===== config.mk =====
export PLATFORM = sky130hd
export DESIGN_NAME = hbc_h_bridge_control
export DESIGN_NICKNAME = d
export VERILOG_FILES = /design/src/logic/hbc_pkg.sv /design/src/logic/hbc_h_bridge_control.sv
export SDC_FILE = /design/constraint.sdc
export NUM_CORES = 1
export LEC_CHECK = 0
export BUFFER_PORTS_ARGS = -buffer_cell sky130_fd_sc_hd__buf_2
export CORE_UTILIZATION = 35
export CTS_CLUSTER_DIAMETER = 30
export CTS_CLUSTER_SIZE = 16
export DETAILED_ROUTE_END_ITERATION = 10
export MAX_ROUTING_LAYER = met4
export PLACE_DENSITY_LB_ADDON = 0.1
export RECOVER_POWER = 50
export SYNTH_ARGS = -nofsm -noshare
export SYNTH_HDL_FRONTEND = slang
export SYNTH_SLANG_ARGS = --single-unit
export TNS_END_PERCENT = 30

===== constraint.sdc =====
create_clock -name sys_clk -period 3.15 [get_ports sys_clk]
set_clock_uncertainty 0.15 [all_clocks]
set_input_delay 0.63 -clock sys_clk [delete_from_list [all_inputs] [get_ports sys_clk]]
set_output_delay 0.63 -clock sys_clk [all_outputs]
set_load 0.02 [all_outputs]

===== src/logic/hbc_pkg.sv =====
// constants and carrier types for the h-bridge control and protection block
// assumes one 10 MHz clock and an avalon-mm master for the timer settings
package hbc_pkg;
  // ==========================================================
  // clock and timing
  localparam int CLK_PERIOD_NS = 100;
  localparam int BLANK_TIME_NS = 16500;
  localparam int OFF_TIME_NS = 20000;
  localparam int TIMER_W = 16;
  // typical figures, rounded up to whole cycles
  localparam logic [TIMER_W-1:0] BLANK_CYCLES_RST =
    TIMER_W'((BLANK_TIME_NS + CLK_PERIOD_NS - 1) / CLK_PERIOD_NS);
  localparam logic [TIMER_W-1:0] OFF_CYCLES_RST =
    TIMER_W'((OFF_TIME_NS + CLK_PERIOD_NS - 1) / CLK_PERIOD_NS);

  // ==========================================================
  // register map, byte addresses
  localparam int ADDR_W = 4;
  localparam logic [ADDR_W-1:0] BLANK_CYCLES_OFS = 4'h0;
  localparam logic [ADDR_W-1:0] OFF_CYCLES_OFS = 4'h4;
  localparam logic [ADDR_W-1:0] STATUS_OFS = 4'h8;

  // status register bit positions
  localparam int ST_SHORT_LATCHED = 0;
  localparam int ST_THERMAL_LATCHED = 1;
  localparam int ST_SLEEP = 2;
  localparam int ST_DISABLED = 3;
  localparam int ST_UNDER_VOLTAGE = 4;
  localparam int ST_CHOPPING = 5;
  localparam int ST_BLANKING = 6;
  localparam int ST_FLAG_HIGH = 7;

  // comparator vector positions
  localparam int CMP_N = 5;
  localparam int CMP_CURRENT_LIMIT_THRESHOLD = 0;
  localparam int CMP_SHORT = 1;
  localparam int CMP_HOT = 2;
  localparam int CMP_COOL = 3;
  localparam int CMP_UV = 4;

  // ==========================================================
  // carriers
  typedef struct packed {
    logic polarityInA;
    logic polarityInB;
    logic disableActiveHigh;
    logic enableOrDisableLow;
  } hbc_ctrl_t;

  // one gate per power transistor
  typedef struct packed {
    logic highA;
    logic lowA;
    logic highB;
    logic lowB;
  } hbc_gates_t;

  typedef enum logic [1:0] {CHOP_IDLE, CHOP_OFF} hbc_chop_t;
endpackage


===== src/logic/hbc_h_bridge_control.sv =====
// control and protection logic for one half of a dual h-bridge driver
// assumes control pins and comparator outputs arrive as digital levels,
// pin float status comes from the pad keepers, registers over avalon-mm
//
// Notes on behaviour
// RULE_01: each polarity input drives its own output
// RULE_02: active-high disable tri-states both outputs only
// RULE_03: blanking timer restarts on every output transition
// RULE_04: enable low tri-states outputs immediately
// RULE_05: enable low means sleep mode
// RULE_06: fully operational only with enable high
// RULE_07: floating enable reads low, stays asleep
// RULE_08: forward, reverse and free-wheel from polarity pair
// RULE_09: floating polarity or disable reads high
// RULE_10: flag low while disabled, high asleep
// RULE_11: high impedance switches all four transistors off
// RULE_12: under-voltage tri-states, recovers without toggling
// RULE_13: short or over-temperature latches off, flag low
// RULE_14: disable fall or enable rise clears latch
// RULE_15: otherwise outputs follow the control inputs
// RULE_16: over-limit current chops instead of latching
// RULE_17: limit reached gives fixed off time
// RULE_18: limit ignored during blanking window
// RULE_19: thermal clear needs temperature below hysteresis
// RULE_20: timers count clock, comparators synchronised
// RULE_21: reset clears latched faults
//
// The placing of the registers and the Avalon-MM register port are this design's own decisions.
`timescale 1ns/1ps
module hbc_h_bridge_control
  import hbc_pkg::*;
(
  input wire logic sys_clk,
  input wire logic rst_b,
  input wire hbc_ctrl_t ctrlPins,
  input wire hbc_ctrl_t ctrlFloating,
  input wire logic [CMP_N-1:0] comparators,
  output hbc_gates_t gates,
  output logic bridgeOutADriven,
  output logic bridgeOutBDriven,
  output logic faultFlagNOut,
  output logic faultFlagNOe,
  input wire logic [ADDR_W-1:0] avs_address,
  input wire logic avs_read,
  input wire logic avs_write,
  input wire logic [31:0] avs_writedata,
  output logic [31:0] avs_readdata,
  output logic avs_waitrequest
);

  // ==========================================================
  // resolved control inputs
  logic polA;
  logic polB;
  logic disHigh;
  logic enHigh;
  logic sleepMode;
  logic outputsOff;

  assign polA = ctrlFloating.polarityInA ? 1'b1 : ctrlPins.polarityInA; // see RULE_09
  assign polB = ctrlFloating.polarityInB ? 1'b1 : ctrlPins.polarityInB; // see RULE_09
  assign disHigh = ctrlFloating.disableActiveHigh ? 1'b1 : ctrlPins.disableActiveHigh; // see RULE_09
  assign enHigh = ctrlFloating.enableOrDisableLow ? 1'b0 : ctrlPins.enableOrDisableLow; // see RULE_07
  assign sleepMode = ~enHigh; // see RULE_05
  assign outputsOff = sleepMode | disHigh; // see RULE_02, see RULE_04

  // ==========================================================
  // comparator synchronisers
  logic [CMP_N-1:0] cmpMeta;
  logic [CMP_N-1:0] cmpSync;

  // first stage read only by the second
  always_ff @(posedge sys_clk or negedge rst_b)
  begin
    if (!rst_b)
    begin
      cmpMeta <= '0;
      cmpSync <= '0;
    end
    else
    begin
      cmpMeta <= comparators; // see RULE_20
      cmpSync <= cmpMeta;
    end
  end

  logic underVoltage;
  assign underVoltage = cmpSync[CMP_UV];

  // ==========================================================
  // fault clearing edges
  logic disPrev;
  logic enPrev;
  logic clearEdge;

  always_ff @(posedge sys_clk or negedge rst_b)
  begin
    if (!rst_b)
    begin
      disPrev <= 1'b0;
      enPrev <= 1'b0;
    end
    else
    begin
      disPrev <= disHigh;
      enPrev <= enHigh;
    end
  end

  assign clearEdge = (disPrev & ~disHigh) | (~enPrev & enHigh); // see RULE_14

  // ==========================================================
  // fault latches
  logic shortLatched;
  logic thermalLatched;
  logic faultLatched;
  logic anyDriven;
  logic shortSet;
  logic hotSet;

  assign faultLatched = shortLatched | thermalLatched;
  assign anyDriven = gates.highA | gates.lowA | gates.highB | gates.lowB;
  // a short only shows while a transistor conducts
  assign shortSet = cmpSync[CMP_SHORT] & anyDriven;
  assign hotSet = cmpSync[CMP_HOT] & enHigh;

  // set wins over a clearing edge in the same cycle
  always_ff @(posedge sys_clk or negedge rst_b)
  begin
    if (!rst_b)
      shortLatched <= 1'b0; // see RULE_21
    else if (shortSet)
      shortLatched <= 1'b1; // see RULE_13
    else if (clearEdge)
      shortLatched <= 1'b0; // see RULE_14
  end

  always_ff @(posedge sys_clk or negedge rst_b)
  begin
    if (!rst_b)
      thermalLatched <= 1'b0; // see RULE_21
    else if (hotSet)
      thermalLatched <= 1'b1; // see RULE_13
    else if (clearEdge && cmpSync[CMP_COOL])
      thermalLatched <= 1'b0; // see RULE_19
  end

  // ==========================================================
  // timer settings and blanking / constant-off chopping
  logic [TIMER_W-1:0] blankCyclesReg;
  logic [TIMER_W-1:0] offCyclesReg;
  logic [TIMER_W-1:0] blankCnt;
  logic [TIMER_W-1:0] offCnt;
  hbc_chop_t chopState;
  logic blanking;
  logic driveAllowed;
  hbc_gates_t gatesNext;
  logic transition;

  assign blanking = blankCnt != '0;
  assign driveAllowed = ~outputsOff & ~underVoltage & ~faultLatched & (chopState == CHOP_IDLE); // see RULE_06, see RULE_12, see RULE_15

  always_comb
  begin
    gatesNext = '0; // see RULE_11
    if (driveAllowed)
    begin
      gatesNext.highA = polA; // see RULE_01, see RULE_08
      gatesNext.lowA = ~polA;
      gatesNext.highB = polB;
      gatesNext.lowB = ~polB;
    end
  end

  assign transition = gatesNext != gates;

  always_ff @(posedge sys_clk or negedge rst_b)
  begin
    if (!rst_b)
      gates <= '0;
    else
      gates <= gatesNext;
  end

  always_ff @(posedge sys_clk or negedge rst_b)
  begin
    if (!rst_b)
      blankCnt <= '0;
    else if (transition)
      blankCnt <= blankCyclesReg; // see RULE_03
    else if (blanking)
      blankCnt <= blankCnt - 1'b1; // see RULE_20
  end

  // chopping regulates rather than latches; zero off time means no pause
  always_ff @(posedge sys_clk or negedge rst_b)
  begin
    if (!rst_b)
    begin
      chopState <= CHOP_IDLE;
      offCnt <= '0;
    end
    else
    begin
      case (chopState)
        CHOP_IDLE:
        begin
          if (cmpSync[CMP_CURRENT_LIMIT_THRESHOLD] && anyDriven && !blanking && !transition && offCyclesReg != '0) // see RULE_16, see RULE_18
          begin
            chopState <= CHOP_OFF; // see RULE_17
            offCnt <= offCyclesReg;
          end
        end
        CHOP_OFF:
        begin
          if (offCnt <= 16'h0001)
          begin
            chopState <= CHOP_IDLE;
            offCnt <= '0;
          end
          else
            offCnt <= offCnt - 1'b1;
        end
        default:
        begin
          chopState <= CHOP_IDLE;
          offCnt <= '0;
        end
      endcase
    end
  end

  // ==========================================================
  // outputs and status flag
  logic flagHigh;

  assign bridgeOutADriven = gates.highA | gates.lowA;
  assign bridgeOutBDriven = gates.highB | gates.lowB;
  assign flagHigh = sleepMode | ~(disHigh | underVoltage | faultLatched); // see RULE_10, see RULE_12, see RULE_13
  // open drain: only ever pulls low
  assign faultFlagNOut = 1'b0;
  assign faultFlagNOe = ~flagHigh;

  // ==========================================================
  // avalon-mm slave, one wait state per access
  logic ackReg;
  logic busReq;
  logic [31:0] statusWord;

  assign busReq = avs_read | avs_write;
  assign avs_waitrequest = busReq & ~ackReg;

  always_comb
  begin
    statusWord = '0;
    statusWord[ST_SHORT_LATCHED] = shortLatched;
    statusWord[ST_THERMAL_LATCHED] = thermalLatched;
    statusWord[ST_SLEEP] = sleepMode;
    statusWord[ST_DISABLED] = disHigh;
    statusWord[ST_UNDER_VOLTAGE] = underVoltage;
    statusWord[ST_CHOPPING] = chopState == CHOP_OFF;
    statusWord[ST_BLANKING] = blanking;
    statusWord[ST_FLAG_HIGH] = flagHigh;
  end

  always_ff @(posedge sys_clk or negedge rst_b)
  begin
    if (!rst_b)
      ackReg <= 1'b0;
    else
      ackReg <= busReq & ~ackReg;
  end

  always_ff @(posedge sys_clk or negedge rst_b)
  begin
    if (!rst_b)
      avs_readdata <= '0;
    else if (avs_read && !ackReg)
    begin
      case (avs_address)
        BLANK_CYCLES_OFS: avs_readdata <= {16'h0000, blankCyclesReg};
        OFF_CYCLES_OFS: avs_readdata <= {16'h0000, offCyclesReg};
        STATUS_OFS: avs_readdata <= statusWord;
        default: avs_readdata <= '0;
      endcase
    end
  end

  always_ff @(posedge sys_clk or negedge rst_b)
  begin
    if (!rst_b)
    begin
      blankCyclesReg <= BLANK_CYCLES_RST;
      offCyclesReg <= OFF_CYCLES_RST;
    end
    else if (avs_write && ackReg)
    begin
      case (avs_address)
        BLANK_CYCLES_OFS: blankCyclesReg <= avs_writedata[TIMER_W-1:0]; // see RULE_20
        OFF_CYCLES_OFS: offCyclesReg <= avs_writedata[TIMER_W-1:0]; // see RULE_20
        default: ;
      endcase
    end
  end

endmodule


==> metrics.cfg, run 1 <==
[yosys]
netlist_area_um2=4960
synth-edff-count=0
syn_area_per_cell_um2=10.8
yosys.cell_types.count=54
synth_seq_area_share_pct=50.7
async_reset_ff_share_pct=100
ys_seq_elements=100
yosys_most_used_dff=dfrtp_1
ys_warn_count=0
synth_cells=459

[global_route]
grt_usage_pct=18.6
grt_pass1_wl_mm=19.9
grt_max_degree=66
grt_pass1_vias=3574
grt_overflow_total=0
antenna_found_initial=0

[sta]
final_hold_viol_count=0
slew_headroom_pct=-46.8
maxSlewViolCount=36
period_minus_slack_ns=2.71
max_slew.worst_pin.slew_ns=2.20
fmax_mhz=369
rsz0062_at_grt=false
finalCritPeriodShare_pct=86.1
tns_ns=0
finalSetupViolCount=0

[clock_tree]
cts_hold_buf=0
post_cts_buffers=0
clock_path_buffers=2
numCtsBuffers=9
cts_tree=yes
htree_levels=3
cts_num_sinks=100
clkLatencyLatePin_ns=0.36
cts_root_buffer=clkbuf_16
clk_pin_slew_worst_paths_ns=0.08
cts.repair.resized=0

[floorplanning]
die_h_um=121
initial_core_util_pct=35.9
ioPinCount=94
die_area_um2=14600
fp-row-count=43
fp.dieW_um=121
core_area_um2=13800

[power]
intPower_w=0.00207
power_switching_w=0.000790
power.density_nw_per_um2=501
total_leakage_power_nw=2.57
sw_frac_of_total_pct=27.6
p_comb_share_pct=8.2
pwr-share-clk_pct=39.0
p_seq_share_pct=52.8
ir_worst_vdd_v=0.000335
p_total_w=0.00286

[place]
place_hpwl_mm=8.64
routabilityCongestion=0.753
io_buffers=60

[outcome]
failed_checks=max-capacitance violations, max-slew violations
status=finished with violations

[drt]
dr_wl_met2_mm=5.95
vias=3642
drtPass1Iterations=5
drt-wirelength-per-cell_um=17.7
drc=0
vias_per_cell=5.17
antenna_left=0
drtIter0Drc=235
met3_wirelength_um=446
finalWirelength_mm=12.4
m1WireLength_mm=5.92
top_layer_used=met4

[worst_setup_path]
cp_slowest_cell=dfrtp_1
cp-start-kind=flop
critPathCaptureType=flop
crit_required_ns=3.24
worstPathCellList=inv_1, ha_1, nor4b_1, and4_1, nand4_4, or2_1, buf_4, a221o_1
crit_arrival_ns=2.80
critPathMaxStageDelay_ns=0.39
worst-path-max-fanout=17
critPathKind=flop to flop

[cells_and_area]
nets=575
drive_above_1_share_pct=26.3
diodes=0
regArea_um2=2510
num-fill-cells=1375
syn_to_final_growth_pct=15.3
multiInputGateArea_um2=2230

[run]
cap_violations=1

[min_path]
hold_path.class=flop to flop

-- sequential cells by signal, indices dropped and copies added (netlist names) --
signal          cells
disPrev             1
blankCyclesReg     16
offCnt             16
shortLatched        1
avs_readdata       16
gates               4
ackReg              1
cmpSync             5
chopState           1
cmpMeta             5
blankCnt           16
enPrev              1
thermalLatched      1
offCyclesReg       16
-- cell families (layout without fill, tap and decap cells) --
kind of cell	count (synthesis)	after routing	share of synthesized area, %
AO/OA/AOI/OAI	92	92	13.2
XOR/XNOR	20	20	3.53
adder cells (fa/ha/maj)	3	3	0.757
buffers and inverters	51	100	5.81
flip-flops	100	100	50.7
multiplexers	39	39	8.76
other	1	17	0.0756
AND/OR/NAND/NOR	153	153	17.2
-- metal layers --
layer | vias to the layer above | global-route usage (%)
met1 | 1810 | 25.1
met2 | 58 | 28.4
met5 | - | -
li1 | 1763 | -
met3 | 11 | 3.48
met4 | 0 | 5.56
-- layout by cell type, fill, tap and decap left out, types with 2 or more instances in the layout --
cell       Yosys  layout
nor4b_1       11      11
inv_8          0       2
o31ai_1        7       7
inv_1         10      10
nand2b_1      12      12
nor4_1        11      11
dfrtp_1       93      93
a21oi_1        4       4
buf_4         18      13
and4b_1        3       3
nor2_1        22      22
nand2_1       46      46
a221o_1        8       8
xnor2_1       15      15
clkinv_4       0       2
mux2_2        35      35
or2_1          2       2
nand3_1        3       3
o21ai_0       38      38
a22oi_1        9       9
and3_1         2       2
or3_1          3       3
buf_2          5      58
xor2_1         5       5
clkbuf_16      0       9
nor2b_1       17      17
clkbuf_1      14       2
a222oi_1       7       7
nor3_1         9       8
mux2i_1        4       4
conb_1         1      17
dfstp_2        7       7
o221ai_1       7       7
ha_1           3       3
or4_1          4       4
-- cell type report --
cell class / instances / area share (%)
sequential: 100 / 43.9
timing repair buffer: 74 / 7.27
clock buffer: 9 / 3.94
clock inverter: 7 / 1.23
inverter: 10 / 0.657
tap: 180 / 3.94
multi-input combinational: 324 / 39.0
-- power groups by stage --
stage	sequential, W	clock, W	combinational (W)
floorplan	0.00149	0	0.000165
global placement	0.00154	0	0.000234
detailed placement	0.00154	0	0.000238
CTS	0.00152	0.00115	0.000239
global route	0.00153	0.00119	0.000261
finish	0.00151	0.00112	0.000234
-- per-stage QoR --
| stage | hold WS, ns | instance area (um2) | util [%] | std cells | setup slack (ns) |
|---|---|---|---|---|---|
| final | 0.193 | 5720 | 41.3 | 704 | 0.438 |
| after global routing | 0.200 | 5720 | 41.3 | 704 | 0.214 |
| after CTS | 0.111 | 5720 | 41.4 | 704 | 0.428 |
| after detailed placement | 0.186 | 5430 | 39.2 | 688 | 0.436 |
| after global placement | 0.183 | 5430 | 39.2 | 688 | 0.461 |
| after floorplan | 0.181 | 5020 | - | 475 | 0.597 |
-- critical path: cells and delay by family (launching register included) --
family	cells	cell delay, ns
buffers and inverters	2	0.29
AND/OR/NAND/NOR	4	1.22
AO/OA/AOI/OAI	1	0.34
flip-flops	1	0.39
adder cells (fa/ha/maj)	1	0.20
-- synthesized netlist by cell type (2+ instances only) --
cell	number	area (um2)
ha_1	3	37.5
a21oi_1	4	20.0
nor4b_1	11	96.3
a221o_1	8	80.1
mux2_2	35	394
nor3_1	9	45.0
a22oi_1	9	67.6
dfrtp_1	93	2330
or3_1	3	18.8
nor2_1	22	82.6
a222oi_1	7	70.1
nand3_1	3	15.0
buf_2	5	25.0
o21ai_0	38	190
buf_6	3	33.8
buf_4	18	135
inv_1	10	37.5
mux2i_1	4	40.0
nand2b_1	12	75.1
dfstp_2	7	184
o31ai_1	7	52.6
nor4_1	11	68.8
and3_1	2	12.5
xor2_1	5	43.8
clkbuf_1	14	52.6
xnor2_1	15	131
nand2_1	46	173
or2_1	2	12.5
and4b_1	3	30.0
or4_1	4	30.0
o221ai_1	7	61.3
nor2b_1	17	106
-- path summary, 6_finish.rpt --
kind | start | end | slack (ns) | cells after the start
setup / recovery | blankCnt[0]$_DFFE_PN0P_ | offCnt[5]$_DFFE_PN0P_ | 0.44 | 8
hold / removal | cmpMeta[3]$_DFF_PN0_ | cmpSync[3]$_DFF_PN0_ | 0.19 | 0
setup reg to reg | blankCnt[0]$_DFFE_PN0P_ | offCnt[5]$_DFFE_PN0P_ | 0.44 | 8
hold reg to reg | cmpMeta[3]$_DFF_PN0_ | cmpSync[3]$_DFF_PN0_ | 0.19 | 0
max in group asynchronous | rst_b | offCyclesReg[3]$_DFFE_PN1P_ | 0.82 | 2
min in group asynchronous | rst_b | offCnt[3]$_DFFE_PN0P_ | 0.76 | 1
(Power assumes the default switching activity.)
==> run 2, diff against run 1 <==
--- a/config.mk
+++ b/config.mk
@@ -10,7 +10,6 @@
 export CTS_CLUSTER_DIAMETER = 30
 export CTS_CLUSTER_SIZE = 16
 export DETAILED_ROUTE_END_ITERATION = 10
-export MAX_ROUTING_LAYER = met4
 export PLACE_DENSITY_LB_ADDON = 0.1
 export RECOVER_POWER = 50
 export SYNTH_ARGS = -nofsm -noshare
==> run 2 against run 1 <==
Compared with the run above:
- the flow still finishes with violations (max-capacitance violations, max-slew violations)
- power about the same
- count of clock-buffer cells in the layout is the same
- utilization stayed put
- via count up 0.22%
- wire length is 0.52% lower
==> metrics.cfg, run 2 (synthesis results as in run 1) <==
[worst_setup_path]
critPathKind=flop to flop
crit_required_ns=3.24
crit_arrival_ns=2.79
crit_start=blankCnt[0]$_DFFE_PN0P_
critPathCaptureType=flop
r2r_start=blankCnt[0]$_DFFE_PN0P_
worst-path-max-fanout=17
cp-start-kind=flop

[floorplanning]
ioPinCount=94
fp.dieW_um=121
die_area_um2=14600
core_area_um2=13800
fp-row-count=43
initial_core_util_pct=35.9
die_h_um=121

[cells_and_area]
diodes=0
finalNonFillerCells=704
layout_commonest_cell=dfrtp_1
nets=575
final_util_pct=41.3
syn_to_final_growth_pct=15.3
layout_common_cells=dfrtp_1 (93), buf_2 (58), nand2_1 (46)
drive_above_1_share_pct=26.3
num-fill-cells=1375

[global_route]
grt_max_degree=66
antenna_found_initial=0
grt_pass1_wl_mm=19.9
grt_pass1_vias=3573
grt_usage_pct=18.1
grt_overflow_total=0

[clock_tree]
cts.repair.resized=0
htree_levels=3
clock_path_buffers=2
cts_hold_buf=0
clkLatencyLatePin_ns=0.35
cts_root_buffer=clkbuf_16
clk_pin_slew_worst_paths_ns=0.08
cts_num_sinks=100
cts_tree=yes
post_cts_buffers=0
numCtsBuffers=9

[power]
p_seq_share_pct=52.8
ir_worst_vdd_v=0.000334
pwr-share-clk_pct=39.0
power.density_nw_per_um2=501
sw_frac_of_total_pct=27.6
p_comb_share_pct=8.2
intPower_w=0.00207
power_switching_w=0.000790
total_leakage_power_nw=2.57

[sta]
maxSlewViolCount=36
tns_ns=0
rsz0062_at_grt=false
final_hold_viol_count=0
period_minus_slack_ns=2.70
max_slew.worst_pin.slew_ns=2.19
finalCritPeriodShare_pct=85.7
hold-worst-slack_ns=0.193
slew_headroom_pct=-45.9
finalSetupViolCount=0
fmax_mhz=370

[place]
place_hpwl_mm=8.64
dp.cells=688
routabilityCongestion=0.744
io_buffers=60

[drt]
vias_per_cell=5.18
finalWirelength_mm=12.4
drtPass1Iterations=7
drtIter0Drc=213
vias=3650
antenna_left=0
drc=0
drt-wirelength-per-cell_um=17.6

[run]
cap_violations=1

[outcome]
failed_checks=max-capacitance violations, max-slew violations
status=finished with violations

[min_path]
hold_path.class=flop to flop
hold_start=cmpMeta[3]$_DFF_PN0_

-- run 2: cell counts in the layout (fill, tap and decap cells not counted) --
No cell type changed its count.
-- run 2: area by class of cell --
type                    instances  area (um2)  share of cell area (%)
repair buffers                 74         415                    7.27
flip-flops and latches        100        2510                    43.9
inverters                      10        37.5                   0.657
clock inverters                 7        70.1                    1.23
clock buffers                   9         225                    3.94
well taps                     180         225                    3.94
multi-input cells             324        2230                    39.0
-- run 2: critical path, cell delays in order (launching register included) --
cell and delay [ns]:
dfrtp_1 0.39, inv_1 0.09, ha_1 0.20, nor4b_1 0.30, and4_1 0.38, nand4_4 0.26, or2_1 0.28, buf_4 0.20
a221o_1 0.34
-- run 2: final timing paths --
path,slack [ns],end,cells past startpoint
max in group asynchronous,0.82,offCyclesReg[12]$_DFFE_PN0P_,1
min,0.19,cmpSync[3]$_DFF_PN0_,0
min reg2reg,0.19,cmpSync[3]$_DFF_PN0_,0
max,0.45,offCnt[5]$_DFFE_PN0P_,8
min in group asynchronous,0.76,offCnt[3]$_DFFE_PN0P_,1
max reg2reg,0.45,offCnt[5]$_DFFE_PN0P_,8
-- run 2: per-stage QoR --
step | worst slack [ns] | total power [W] | area, um2
2_1_floorplan | 0.597 | 0.00165 | 5020
3_3_place_gp | 0.461 | 0.00177 | 5430
3_5_place_dp | 0.436 | 0.00178 | 5430
4_1_cts | 0.428 | 0.00290 | 5720
5_1_grt | 0.214 | 0.00298 | 5720
6_report | 0.449 | 0.00286 | 5720
-- run 2: power groups by stage --
stage | registers, W | clock network (W) | logic (W)
finish | 0.00151 | 0.00112 | 0.000234
global route | 0.00153 | 0.00119 | 0.000261
CTS | 0.00152 | 0.00115 | 0.000239
detailed placement | 0.00154 | 0 | 0.000238
global placement | 0.00154 | 0 | 0.000234
floorplan | 0.00149 | 0 | 0.000165
-- run 2: routing by layer --
metal  routed length [um]  vias to the layer above  global-route usage, %  part of all wire, %
li1                     -                     1758                      -                    -
met1                 5950                     1823                   25.2                   48
met2                 5970                       65                   28.3                   48
met3                  406                        4                   4.28                  3.3
met4                   59                        0                   4.17                 0.48
met5                    0                        -                      0                    0
==> run 3, diff against run 2 <==
--- a/config.mk
+++ b/config.mk
@@ -6,7 +6,7 @@
 export NUM_CORES = 1
 export LEC_CHECK = 0
 export BUFFER_PORTS_ARGS = -buffer_cell sky130_fd_sc_hd__buf_2
-export CORE_UTILIZATION = 35
+export CORE_UTILIZATION = 56
 export CTS_CLUSTER_DIAMETER = 30
 export CTS_CLUSTER_SIZE = 16
 export DETAILED_ROUTE_END_ITERATION = 10
==> run 3 against run 2 <==
Compared with the run above:
- the run still ends with max-capacitance violations, max-slew violations left
- final cell count fell by 11%
- fmax fell by 4.9%
- via count rose by 4.4%
- count of clock-buffer cells in the layout did not move
- critical endpoint is now offCnt[8]$_DFFE_PN0P_
- highest routed layer unchanged
==> metrics.cfg, run 3 (synthesis results as in run 1) <==
[power]
total_leakage_power_nw=2.52
power.density_nw_per_um2=464
ir_worst_vdd_v=0.000353
intPower_w=0.00182
power_switching_w=0.000730
p_comb_share_pct=9.1
p_seq_share_pct=59.4
pwr-share-clk_pct=31.5
sw_frac_of_total_pct=28.6

[min_path]
hold_start=comparators[4]
hold_path.class=input port to flop
hold_end=cmpMeta[4]$_DFF_PN0_
min_path_cells=1

[sta]
fmax_mhz=352
finalCritPeriodShare_pct=90.1
final_hold_viol_count=0
tns_ns=0
maxSlewViolCount=40
max_slew.worst_pin.slew_ns=2.15
period_minus_slack_ns=2.84
finalSetupViolCount=0
rsz0062_at_grt=false
slew_headroom_pct=-43.0

[worst_setup_path]
critPathKind=flop to flop
regToRegSetupSlack_ns=0.31
r2r_end=offCnt[8]$_DFFE_PN0P_
r2r_start=blankCnt[0]$_DFFE_PN0P_
crit_arrival_ns=2.94
cp-start-kind=flop
reg2reg_depth=7
worst-path-max-fanout=17
critPathCaptureType=flop
crit_required_ns=3.25

[clock_tree]
post_cts_buffers=0
cts.repair.resized=0
htree_levels=3
cts_hold_buf=0
cts_num_sinks=100
cts_tree=yes
cts_root_buffer=clkbuf_8
clkLatencyLatePin_ns=0.37
clock_path_buffers=2
numCtsBuffers=9
clk_pin_slew_worst_paths_ns=0.11

[cells_and_area]
layout_commonest_cell=dfrtp_1
diodes=0
num-fill-cells=690
finalNonFillerCells=630
nets=576
fin_area_um2=5500
final_util_pct=65.6
layout_common_cells=dfrtp_1 (93), buf_2 (59), nand2_1 (46)
syn_to_final_growth_pct=10.9
drive_above_1_share_pct=26.7

[global_route]
grt_pass1_vias=3648
antenna_found_initial=0
grt_usage_pct=27.2
grt_overflow_total=0
grt_pass1_wl_mm=18.5
grt_max_degree=46

[place]
place_hpwl_mm=8.18
dp.cells=614
dpl-instance-area_um2=5320
routabilityCongestion=0.849
io_buffers=60

[drt]
antenna_left=0
vias_per_cell=6.05
drtIter0Drc=280
finalWirelength_mm=11.5
drt-wirelength-per-cell_um=18.3
drtPass1Iterations=7
drc=0
vias=3810

[outcome]
status=finished with violations
failed_checks=max-capacitance violations, max-slew violations

[floorplanning]
core_area_um2=8380
ioPinCount=94
fp.dieW_um=96.1
die_h_um=96.1
fp-row-count=33
initial_core_util_pct=59.1
die_area_um2=9230

[run]
cap_violations=1

-- run 3: cell types whose count changed in the layout (fill, tap and decap cells not counted), sizes merged --
| cell | previous run | this run |
|---|---|---|
| clkinv | 4 | 3 |
| buf | 72 | 71 |
| inv | 13 | 14 |
| clkbuf | 11 | 13 |
-- run 3: final cells by class --
class                           count  area (um2)  share of cell area (%)
Timing Repair Buffer               75         404                    7.35
Inverter                           10        37.5                   0.683
Clock inverter                      7        67.6                    1.23
Multi-Input combinational cell    324        2220                    40.4
Sequential cell                   100        2510                    45.7
Clock buffer                        9         124                    2.25
Tap cell                          105         131                    2.39
-- run 3: routing by layer --
layer / vias to the layer above / part of all wire [%] / track usage, %
li1: 1765 / - / -
met1: 1906 / 45 / 37.4
met2: 113 / 48 / 42.3
met3: 26 / 3.9 / 5.29
met4: 0 / 2.8 / 11.4
met5: - / 0 / 0
-- run 3: worst max-delay path, stage by stage, from the launching register on --
cell	delay, ns
dfrtp_1	0.42
inv_1	0.10
ha_1	0.19
nor4b_1	0.32
and4_1	0.37
nand4_4	0.26
or2_1	0.48
a221o_1	0.40
-- run 3: per-stage QoR --
| step | setup WS, ns | power (W) | hold WS [ns] |
|---|---|---|---|
| floorplan | 0.597 | 0.00165 | 0.181 |
| global placement | 0.446 | 0.00176 | 0.183 |
| detailed placement | 0.339 | 0.00177 | 0.186 |
| CTS | 0.306 | 0.00257 | 0.0727 |
| global route | 0.141 | 0.00265 | 0.177 |
| finish | 0.310 | 0.00255 | 0.200 |
-- run 3: how the worst max path moves through the flow --
stage	cells after the start	end	start
CTS	7	offCnt[8]$_DFFE_PN0P_	blankCnt[0]$_DFFE_PN0P_
floorplan	7	blankCyclesReg[10]$_DFFE_PN0P_	avs_address[1]
detailed placement	7	offCnt[8]$_DFFE_PN0P_	blankCnt[0]$_DFFE_PN0P_
global route	7	offCnt[8]$_DFFE_PN0P_	blankCnt[0]$_DFFE_PN0P_
global placement	7	offCnt[8]$_DFFE_PN0P_	blankCnt[0]$_DFFE_PN0P_
finish	7	offCnt[8]$_DFFE_PN0P_	blankCnt[0]$_DFFE_PN0P_
-- run 3: power groups by stage --
stage               sequential [W]  combinational, W  clock, W
floorplan                  0.00149          0.000165         0
global placement           0.00153          0.000228         0
detailed placement         0.00154          0.000235         0
CTS                        0.00151          0.000236  0.000826
global route               0.00153          0.000258  0.000864
finish                     0.00152          0.000232  0.000804
